File: src/core/sdram_pwr_pkg.sv
// constants and types shared by the controller and memory ends
// How it works
// - controller holds nop, cke and mask high
// - controller waits 200 us after power-up
// - controller keeps byte masks high while waiting
// - controller precharges all banks before mode set
// - controller issues one mode register set
// - controller issues at least two dummy refreshes
// - self refresh: cs, ras, cas low, cke low
// - one clock after entry only cke matters
// - memory stays in self refresh while cke low
// - controller holds self refresh at least row-active time
// - controller has clock stable before raising cke
// - on exit cke high for exit setup, cs high
// - controller waits one row cycle after exit
// - burst refresh: 2048 refreshes around self refresh
// - cke suspends internal clock one cycle later
// - controller waits two clocks after mode set
package sdram_pwr_pkg;
    localparam int unsigned CLK_PERIOD_PS = 10000;
    localparam int unsigned POWERUP_WAIT_US = 200;
    localparam int unsigned POWERUP_CYCLES = (POWERUP_WAIT_US * 1000000 + CLK_PERIOD_PS - 1) / CLK_PERIOD_PS;
    localparam int unsigned ROW_ACTIVE_NS = 45;
    localparam int unsigned ROW_ACTIVE_CYCLES = (ROW_ACTIVE_NS * 1000 + CLK_PERIOD_PS - 1) / CLK_PERIOD_PS;
    localparam int unsigned ROW_CYCLE_NS = 70;
    localparam int unsigned ROW_CYCLE_CYCLES = (ROW_CYCLE_NS * 1000 + CLK_PERIOD_PS - 1) / CLK_PERIOD_PS;
    localparam int unsigned PRECHARGE_NS = 20;
    localparam int unsigned PRECHARGE_CYCLES = (PRECHARGE_NS * 1000 + CLK_PERIOD_PS - 1) / CLK_PERIOD_PS;
    localparam int unsigned SELFREF_EXIT_SETUP_TIME_CYCLES = 1;
    localparam int unsigned MODE_SET_CYCLE_TIME = 2;
    localparam int unsigned DUMMY_REFRESHES = 2;
    localparam int unsigned BURST_REFRESHES = 2048;
    localparam int unsigned CLOCK_SETTLE_CYCLES = 8;
    localparam logic [11:0] MODE_WORD_DEFAULT = 12'h0_022;
    localparam int unsigned CNT_W = 16;
    // {cs_n, ras_n, cas_n, we_n}
    typedef enum logic [3:0] {
        CMD_NOP       = 4'h7,
        CMD_PRECHARGE = 4'h2,
        CMD_REFRESH   = 4'h1,
        CMD_MODE_SET  = 4'h0,
        CMD_DESELECT  = 4'hF
    } cmd_t;
endpackage

File: src/core/sdram_pwr_if.sv
// command pins between controller and memory ends
`timescale 1ns/1ps
`default_nettype none
interface sdram_pwr_if;
    logic        cke;
    logic [3:0]  cmd;
    logic        a10;
    logic [11:0] addr;
    logic [3:0]  dqm;
    logic        clk_run;
    modport ctrl (output cke, output cmd, output a10, output addr, output dqm, output clk_run);
    modport mem  (input cke, input cmd, input a10, input addr, input dqm, input clk_run);
endinterface
`default_nettype wire

File: src/core/sdram_pwr_ctrl.sv
// controller end: power-up sequence and self refresh entry and exit
`timescale 1ns/1ps
`default_nettype none
module sdram_pwr_ctrl #(
    parameter int unsigned POWERUP_CYC  = sdram_pwr_pkg::POWERUP_CYCLES,
    parameter int unsigned BURST_REFS   = sdram_pwr_pkg::BURST_REFRESHES,
    parameter logic [11:0] MODE_WORD    = sdram_pwr_pkg::MODE_WORD_DEFAULT
) (
    // clock and reset
    input  wire logic   CLK_SYS,
    input  wire logic   RST,
    input  wire logic   CE,
    // user control
    input  wire logic   SELFREF_REQ,
    input  wire logic   BURST_REFRESH_EN,
    output logic        READY,
    output logic        IN_SELFREF,
    // memory pins
    sdram_pwr_if.ctrl   mem
);
    initial begin
        if (POWERUP_CYC < 1 || POWERUP_CYC >= (1 << sdram_pwr_pkg::CNT_W)) $error("bad POWERUP_CYC");
        if (BURST_REFS < 1 || BURST_REFS >= (1 << sdram_pwr_pkg::CNT_W)) $error("bad BURST_REFS");
        if (sdram_pwr_pkg::PRECHARGE_CYCLES >= (1 << sdram_pwr_pkg::CNT_W))
            $error("bad precharge count");
        if (sdram_pwr_pkg::ROW_ACTIVE_CYCLES >= (1 << sdram_pwr_pkg::CNT_W))
            $error("bad row active count");
        if (sdram_pwr_pkg::ROW_CYCLE_CYCLES >= (1 << sdram_pwr_pkg::CNT_W))
            $error("bad row cycle count");
        if (sdram_pwr_pkg::CLOCK_SETTLE_CYCLES >= (1 << sdram_pwr_pkg::CNT_W))
            $error("bad settle count");
        if (sdram_pwr_pkg::MODE_SET_CYCLE_TIME < 2)
            $error("mode set gap too short");
        if (sdram_pwr_pkg::DUMMY_REFRESHES < 2)
            $error("too few dummy refreshes");
    end

    typedef enum logic [3:0] {
        S_WAIT = 4'h0, S_PRE = 4'h1, S_MRS = 4'h3, S_INIT_REF = 4'h2,
        S_IDLE = 4'h6, S_PRE_SR = 4'h7, S_SR_REF = 4'h5, S_SR = 4'h4,
        S_CLK_UP = 4'hC, S_EXIT = 4'hD, S_POST_REF = 4'hF
    } state_t;

    state_t                         state, next_state;
    logic [sdram_pwr_pkg::CNT_W-1:0] cnt, next_cnt;
    logic [sdram_pwr_pkg::CNT_W-1:0] refs, next_refs;
    logic                           cke, next_cke;
    sdram_pwr_pkg::cmd_t            cmd, next_cmd;
    logic                           a10, next_a10;
    logic [11:0]                    addr, next_addr;
    logic                           clk_run, next_clk_run;
    logic [sdram_pwr_pkg::CNT_W-1:0] ref_target;

    assign ref_target = BURST_REFRESH_EN ? sdram_pwr_pkg::CNT_W'(BURST_REFS)
                                         : sdram_pwr_pkg::CNT_W'(sdram_pwr_pkg::DUMMY_REFRESHES);

    always_comb begin
        next_state   = state;
        next_cnt     = (cnt != '0) ? cnt - 1'b1 : cnt;
        next_refs    = refs;
        next_cke     = cke;
        next_cmd     = sdram_pwr_pkg::CMD_NOP;
        next_a10     = 1'b0;
        next_addr    = '0;
        next_clk_run = clk_run;
        unique case (state)
            S_WAIT: begin
                if (cnt == '0) begin
                    next_cmd   = sdram_pwr_pkg::CMD_PRECHARGE;
                    next_a10   = 1'b1;
                    next_cnt   = sdram_pwr_pkg::CNT_W'(sdram_pwr_pkg::PRECHARGE_CYCLES);
                    next_state = S_PRE;
                end
            end
            S_PRE: begin
                if (cnt == '0) begin
                    next_cmd   = sdram_pwr_pkg::CMD_MODE_SET;
                    next_addr  = MODE_WORD;
                    next_cnt   = sdram_pwr_pkg::CNT_W'(sdram_pwr_pkg::MODE_SET_CYCLE_TIME);
                    next_refs  = sdram_pwr_pkg::CNT_W'(sdram_pwr_pkg::DUMMY_REFRESHES);
                    next_state = S_MRS;
                end
            end
            S_MRS: begin
                if (cnt == '0) begin
                    next_state = S_INIT_REF;
                end
            end
            S_INIT_REF, S_SR_REF, S_POST_REF: begin
                if (cnt == '0) begin
                    if (refs != '0) begin
                        next_cmd  = sdram_pwr_pkg::CMD_REFRESH;
                        next_refs = refs - 1'b1;
                        next_cnt  = sdram_pwr_pkg::CNT_W'(sdram_pwr_pkg::ROW_CYCLE_CYCLES);
                    end else if (state == S_SR_REF) begin
                        next_cmd   = sdram_pwr_pkg::CMD_REFRESH;
                        next_cke   = 1'b0;
                        next_cnt   = sdram_pwr_pkg::CNT_W'(sdram_pwr_pkg::ROW_ACTIVE_CYCLES);
                        next_state = S_SR;
                    end else begin
                        next_state = S_IDLE;
                    end
                end
            end
            S_IDLE: begin
                if (SELFREF_REQ) begin
                    next_cmd   = sdram_pwr_pkg::CMD_PRECHARGE;
                    next_a10   = 1'b1;
                    next_cnt   = sdram_pwr_pkg::CNT_W'(sdram_pwr_pkg::PRECHARGE_CYCLES);
                    next_state = S_PRE_SR;
                end
            end
            S_PRE_SR: begin
                if (cnt == '0) begin
                    next_refs  = BURST_REFRESH_EN ? ref_target : '0;
                    next_state = S_SR_REF;
                end
            end
            S_SR: begin
                next_clk_run = 1'b0;
                if (cnt == '0 && !SELFREF_REQ) begin
                    next_clk_run = 1'b1;
                    next_cnt     = sdram_pwr_pkg::CNT_W'(sdram_pwr_pkg::CLOCK_SETTLE_CYCLES);
                    next_state   = S_CLK_UP;
                end
            end
            S_CLK_UP: begin
                if (cnt == '0) begin
                    next_cke   = 1'b1;
                    next_cmd   = sdram_pwr_pkg::CMD_DESELECT;
                    next_cnt   = sdram_pwr_pkg::CNT_W'(sdram_pwr_pkg::ROW_CYCLE_CYCLES);
                    next_state = S_EXIT;
                end
            end
            S_EXIT: begin
                next_cmd = sdram_pwr_pkg::CMD_DESELECT;
                if (cnt == '0) begin
                    next_refs  = BURST_REFRESH_EN ? ref_target : '0;
                    next_state = S_POST_REF;
                end
            end
            default: next_state = S_WAIT;
        endcase
    end

    // sequencer registers
    always_ff @(posedge CLK_SYS) begin
        if (RST) begin
            state <= S_WAIT;
            cnt   <= sdram_pwr_pkg::CNT_W'(POWERUP_CYC);
            refs  <= '0;
        end else if (CE) begin
            state <= next_state;
            cnt   <= next_cnt;
            refs  <= next_refs;
        end
    end

    // command pin registers
    always_ff @(posedge CLK_SYS) begin
        if (RST) begin
            cke     <= 1'b1;
            cmd     <= sdram_pwr_pkg::CMD_NOP;
            a10     <= 1'b0;
            addr    <= '0;
            clk_run <= 1'b1;
        end else if (CE) begin
            cke     <= next_cke;
            cmd     <= next_cmd;
            a10     <= next_a10;
            addr    <= next_addr;
            clk_run <= next_clk_run;
        end
    end

    // status and mask registers, taken from the next state
    logic [3:0] dqm, next_dqm;
    logic       ready, next_ready;
    logic       in_sr, next_in_sr;

    always_comb begin
        next_dqm   = (next_state == S_WAIT || next_state == S_PRE) ? 4'hF : 4'h0;
        next_ready = (next_state == S_IDLE);
        next_in_sr = (next_state == S_SR);
    end

    always_ff @(posedge CLK_SYS) begin
        if (RST) begin
            dqm   <= 4'hF;
            ready <= 1'b0;
            in_sr <= 1'b0;
        end else if (CE) begin
            dqm   <= next_dqm;
            ready <= next_ready;
            in_sr <= next_in_sr;
        end
    end

    assign mem.cke     = cke;
    assign mem.cmd     = cmd;
    assign mem.a10     = a10;
    assign mem.addr    = addr;
    assign mem.dqm     = dqm;
    assign mem.clk_run = clk_run;
    assign READY       = ready;
    assign IN_SELFREF  = in_sr;
endmodule
`default_nettype wire

File: src/flat_wrapper.sv
// flat-port wrapper written by rule: the top's interface ports become plain ports
module sdram_pwr_ctrl_flat 
#(
    parameter int unsigned POWERUP_CYC  = sdram_pwr_pkg::POWERUP_CYCLES,
    parameter int unsigned BURST_REFS   = sdram_pwr_pkg::BURST_REFRESHES,
    parameter logic [11:0] MODE_WORD    = sdram_pwr_pkg::MODE_WORD_DEFAULT
)
  (CLK_SYS, RST, CE, SELFREF_REQ, BURST_REFRESH_EN, READY, IN_SELFREF, mem_cke, mem_cmd, mem_a10, mem_addr, mem_dqm, mem_clk_run);
  sdram_pwr_if mem_i ();
  input  wire logic CLK_SYS;
  input  wire logic RST;
  input  wire logic CE;
  input  wire logic SELFREF_REQ;
  input  wire logic BURST_REFRESH_EN;
  output logic READY;
  output logic IN_SELFREF;
  output wire logic [$bits(mem_i.cke)-1:0] mem_cke;
  output wire logic [$bits(mem_i.cmd)-1:0] mem_cmd;
  output wire logic [$bits(mem_i.a10)-1:0] mem_a10;
  output wire logic [$bits(mem_i.addr)-1:0] mem_addr;
  output wire logic [$bits(mem_i.dqm)-1:0] mem_dqm;
  output wire logic [$bits(mem_i.clk_run)-1:0] mem_clk_run;
  assign mem_cke = mem_i.cke;
  assign mem_cmd = mem_i.cmd;
  assign mem_a10 = mem_i.a10;
  assign mem_addr = mem_i.addr;
  assign mem_dqm = mem_i.dqm;
  assign mem_clk_run = mem_i.clk_run;
  sdram_pwr_ctrl #(.POWERUP_CYC(POWERUP_CYC), .BURST_REFS(BURST_REFS), .MODE_WORD(MODE_WORD)) u_core (.CLK_SYS(CLK_SYS), .RST(RST), .CE(CE), .SELFREF_REQ(SELFREF_REQ), .BURST_REFRESH_EN(BURST_REFRESH_EN), .READY(READY), .IN_SELFREF(IN_SELFREF), .mem(mem_i));
endmodule
File: config.mk
export PLATFORM = sky130hd
export DESIGN_NAME = sdram_pwr_ctrl_flat
export DESIGN_NICKNAME = d
export VERILOG_FILES = /design/src/core/sdram_pwr_pkg.sv /design/src/core/sdram_pwr_if.sv /design/src/core/sdram_pwr_ctrl.sv /design/src/flat_wrapper.sv
export SDC_FILE = /design/constraint.sdc
export NUM_CORES = 1
export LEC_CHECK = 0
export BUFFER_PORTS_ARGS = -buffer_cell sky130_fd_sc_hd__clkbuf_2
export CAP_MARGIN = 0
export CORE_MARGIN = 4
export CORE_UTILIZATION = 50
export DETAILED_ROUTE_END_ITERATION = 6
export PLACE_DENSITY = 0.7
export SLEW_MARGIN = 10
export SYNTH_ARGS = -nofsm -noshare
export SYNTH_HDL_FRONTEND = slang
export SYNTH_SLANG_ARGS = --single-unit
File: constraint.sdc
create_clock -name CLK_SYS -period 2.3 [get_ports CLK_SYS]
set_clock_uncertainty 0.2 [all_clocks]
set_input_delay 0.115 -clock CLK_SYS [delete_from_list [all_inputs] [get_ports CLK_SYS]]
set_output_delay 0.115 -clock CLK_SYS [all_outputs]
set_load 0.05 [all_outputs]
==> results.md <==
* Switching fraction of total power at 28.2%
* 1st-iter DRT viols at 261
* Run status: completed
* CTS tree: done
* Initial Util at 52.1%
* Clock network fraction of design power at 31.3%
* CTS Sinks at 47
* CTS Root Cell: clkbuf_8
* HP Class: in -> reg
* Slew headroom at around 57%
* Vias at 3304
* Sequential share of power at between 50% and 60%
* Die Ht at 86.8 um
* Sum Neg Setup Slack at 0 ns
* I/O Pins at 30
* Asr flop ratio synth at 0%
* Die area at 7530 um2
* Worst Setup End Kind: flip-flop
* DRT Wirelength at roughly 9000 um
* Fmax at 0.442 GHz
* Fillers at 489
* FF-to-FF path depth at 8
* Syn Inst Count at 400
* Synth warn at 0
* CORE AREA at between 5000 and 6000 um2
* Crit-path slowest cell: dfxtp_1
* DP HPWL at 6440 um
* Hold wc startpoint: BURST_REFRESH_EN
* Pwr Density at 411 nW/um2
* Final Hold Fails at 0
* WHS at between 0.01 and 0.015 ns
* R2r endpoint: u_core.cnt[14]$_SDFFE_PP1P_
* Max cap viols at 0
* Ant diodes at 0
* Post-route worst setup slack at 0.0390 ns
* Peak VDD IR at between 0.2 and 0.3 mV
* Final core occ at 66.2%
* Antenna viol nets, final at 0
* Worst-path clk slew at 0.08 ns
* Startpoint Class: flip-flop
* DRC violations left at 0
* Top FF cell, synth: dfxtp_1
* Max stage delay on crit path at about 0.6 ns
* Crit-path max FO at 10
* Tmin final at 2.26 ns
* Placed Area at 3600 um2
* Distinct cells, synth at 65
* Initial antenna violation count at 0
* WP data arrival at 2.26 ns
* Vias per cell at 6.08
* Worst r2r src: u_core.state[0]$_SDFFE_PP0P_
* CTS buffer count at 5
* Clk_lat worst skew at 0.30 ns
* Int Pwr at 1160 uW
* Hold_buf cts at 0
* CTS max path bufs at 2
* Die width at 86.8 um
* Flop2flop setup slack at 0.04 ns
* Cells along the critical path: clkinv_1, nor3_1, o21ai_2, buf_4, a21boi_4, buf_6, a21oi_2, a211o_1
* Design area at slightly below 4000 um2
* Seq/Total Area, Yosys at roughly 30%
* Syn Area/Cell at 7.76 um2
* Leak at 0.00166 uW
* NumNets Final at 478
* Total GRT Usage at 22.9%
* RSZ-0062 raised after global routing: true
* Layout area overhead at 26.9%
* Row count at 28
* Netlist Area Pre-Place at 3100 um2
* Endpoint of the worst hold path: u_core.refs[11]$_SDFFE_PP0P_
* Slew @ Worst Pin at 0.648 ns
* Pin count of the biggest net entering global routing at 28
* Yosys reg bits at 47
* Setup Crit Path Kind: reg -> reg
* Overflow after GRT at 0
* Number of enable flip-flop cells after synthesis at 0
* Hold depth at 5
* First-pass DRT Iterations at 5
* First-pass GRT wire length at around 14000 um
* Final period utilization at 98.3%
* Final setup violation count at 0
* Slew Viols, Final at 0
* Share of post-route cells with drive strength above 1 at between 30% and 40%
* Vias in the first global route at 3004
* Routed len/inst at 16.5 um
* Gpl congestion at 0.968
* DP Worst Slack at -0.111 ns
* Sw Pwr at 458 uW
* Comb pwr share at 16.4%
* Worst endpoint required time at approximately 2.3 ns
* H-tree Lvls at 2
* IO Port Bufs at 19
[cells in the final DEF (no fill, tap or decap), drive strengths merged, types with 5 or more instances in the layout]
| cell | count |
|---|---|
| buf | 70 |
| dfxtp | 47 |
| nor2 | 45 |
| o21ai | 29 |
| nand2 | 26 |
| a21oi | 25 |
| clkbuf | 25 |
| nor3 | 22 |
| nand3 | 21 |
| xor2 | 12 |
| nand2b | 11 |
| conb | 10 |
| inv | 10 |
| or3 | 9 |
| nand4 | 8 |
| nor2b | 8 |
| a31oi | 7 |
| xnor2 | 6 |
| a211o | 5 |
| a221oi | 5 |
| ha | 5 |
| nor4 | 5 |
[per-layer routing]
metal | track usage, % | up-vias | part of all wire [%]
met5 | 0 | - | 0
met4 | 7.51 | 0 | 1.9
met3 | 3.80 | 26 | 5.9
met2 | 36.0 | 141 | 46
met1 | 31.8 | 1565 | 46
li1 | - | 1572 | -
[power by group through the flow]
stage | logic [uW] | clock network, uW | registers [uW]
final | 265 | 508 | 848
after global routing | 285 | 550 | 850
after CTS | 252 | 520 | 844
after detailed placement | 246 | 0 | 863
after global placement | 242 | 0 | 862
after floorplan | 171 | 0 | 869
[per-stage QoR]
step	cells	power, uW
after floorplan	409	1040
after global placement	529	1100
after detailed placement	529	1110
after CTS	540	1620
after global routing	543	1680
final	543	1620
[cells in the mapped netlist (5+ instances only)]
cell / number / area share, %
a221oi_1: 5 / 1.4
inv_1: 8 / 0.97
a31oi_1: 7 / 1.4
or3_1: 8 / 1.6
nand2b_1: 11 / 2.2
a21oi_1: 25 / 4.0
nand2_1: 25 / 3.0
ha_1: 5 / 2.0
nor2b_1: 8 / 1.6
nor3_1: 20 / 3.2
nor2_1: 42 / 5.1
nand4_1: 8 / 1.6
xnor2_1: 6 / 1.7
a211o_1: 5 / 1.4
dfxtp_1: 47 / 30
o21ai_0: 25 / 4.0
nand3_1: 20 / 3.2
xor2_1: 12 / 3.4
clkbuf_1: 14 / 1.7
buf_4: 14 / 3.4
[kinds of logic (layout without fill, tap and decap cells)]
logic type / after synthesis / count (layout) / share of synthesized area (%)
XOR/XNOR: 18 / 18 / 5.08
buffers and inverters: 48 / 107 / 8.67
adder cells (fa/ha/maj): 5 / 5 / 2.02
flip-flops: 47 / 47 / 30.3
AND/OR/NAND/NOR: 171 / 171 / 30.2
other: 1 / 10 / 0.121
AO/OA/AOI/OAI: 110 / 110 / 23.6
[area by class of cell]
class / count / area [um2] / area share (%)
Inverter: 11 / 46.3 / 1.17
Tap cell: 75 / 93.8 / 2.38
Multi-Input combinational cell: 314 / 2120 / 53.9
Sequential cell: 47 / 945 / 24.0
Clock inverter: 1 / 5.00 / 0.127
Timing Repair Buffer: 89 / 644 / 16.4
Clock buffer: 6 / 82.6 / 2.10
[registers in the layout, summed over array words and instances, names as in the netlist]
signal / count
u_core.state: 4
u_core.refs: 16
u_core.mem.cmd: 4
u_core.IN_SELFREF: 1
u_core.mem.cke: 1
u_core.mem.dqm: 1
u_core.READY: 1
u_core.mem.a10: 1
u_core.cnt: 16
u_core.mem.clk_run: 1
u_core.mem.addr: 1
[worst max-delay path, delay by kind of cell, from the launching register on]
kind | cells | cell delay (ns)
AOI/OAI and AO/OA | 4 | 0.57
buffers and inverters | 3 | 0.45
DFF | 1 | 0.59
and+or+nand+nor | 1 | 0.35
[repair_timing]
item                                    in CTS  in global routing
hold endpoints to repair                     0                  0
pin swaps                                    5                 16
setup buffers                                4                  3
gates resized for setup                      4                 45
endpoints found under the setup margin      12                 39
[how the worst max path moves through the flow]
stage | slack (ns) | from | to
floorplan | -0.003 | u_core.cnt[0]$_SDFFE_PP0P_ | u_core.cnt[5]$_SDFFE_PP1P_
global placement | -0.03 | u_core.cnt[0]$_SDFFE_PP0P_ | u_core.cnt[10]$_SDFFE_PP1P_
detailed placement | -0.11 | u_core.cnt[0]$_SDFFE_PP0P_ | u_core.cnt[10]$_SDFFE_PP1P_
CTS | 0.003 | u_core.refs[6]$_SDFFE_PP0P_ | u_core.cnt[0]$_SDFFE_PP0P_
global route | -0.11 | u_core.state[0]$_SDFFE_PP0P_ | u_core.cnt[14]$_SDFFE_PP1P_
finish | 0.04 | u_core.state[0]$_SDFFE_PP0P_ | u_core.cnt[14]$_SDFFE_PP1P_
No activity file was read; power rests on OpenSTA's default activity.
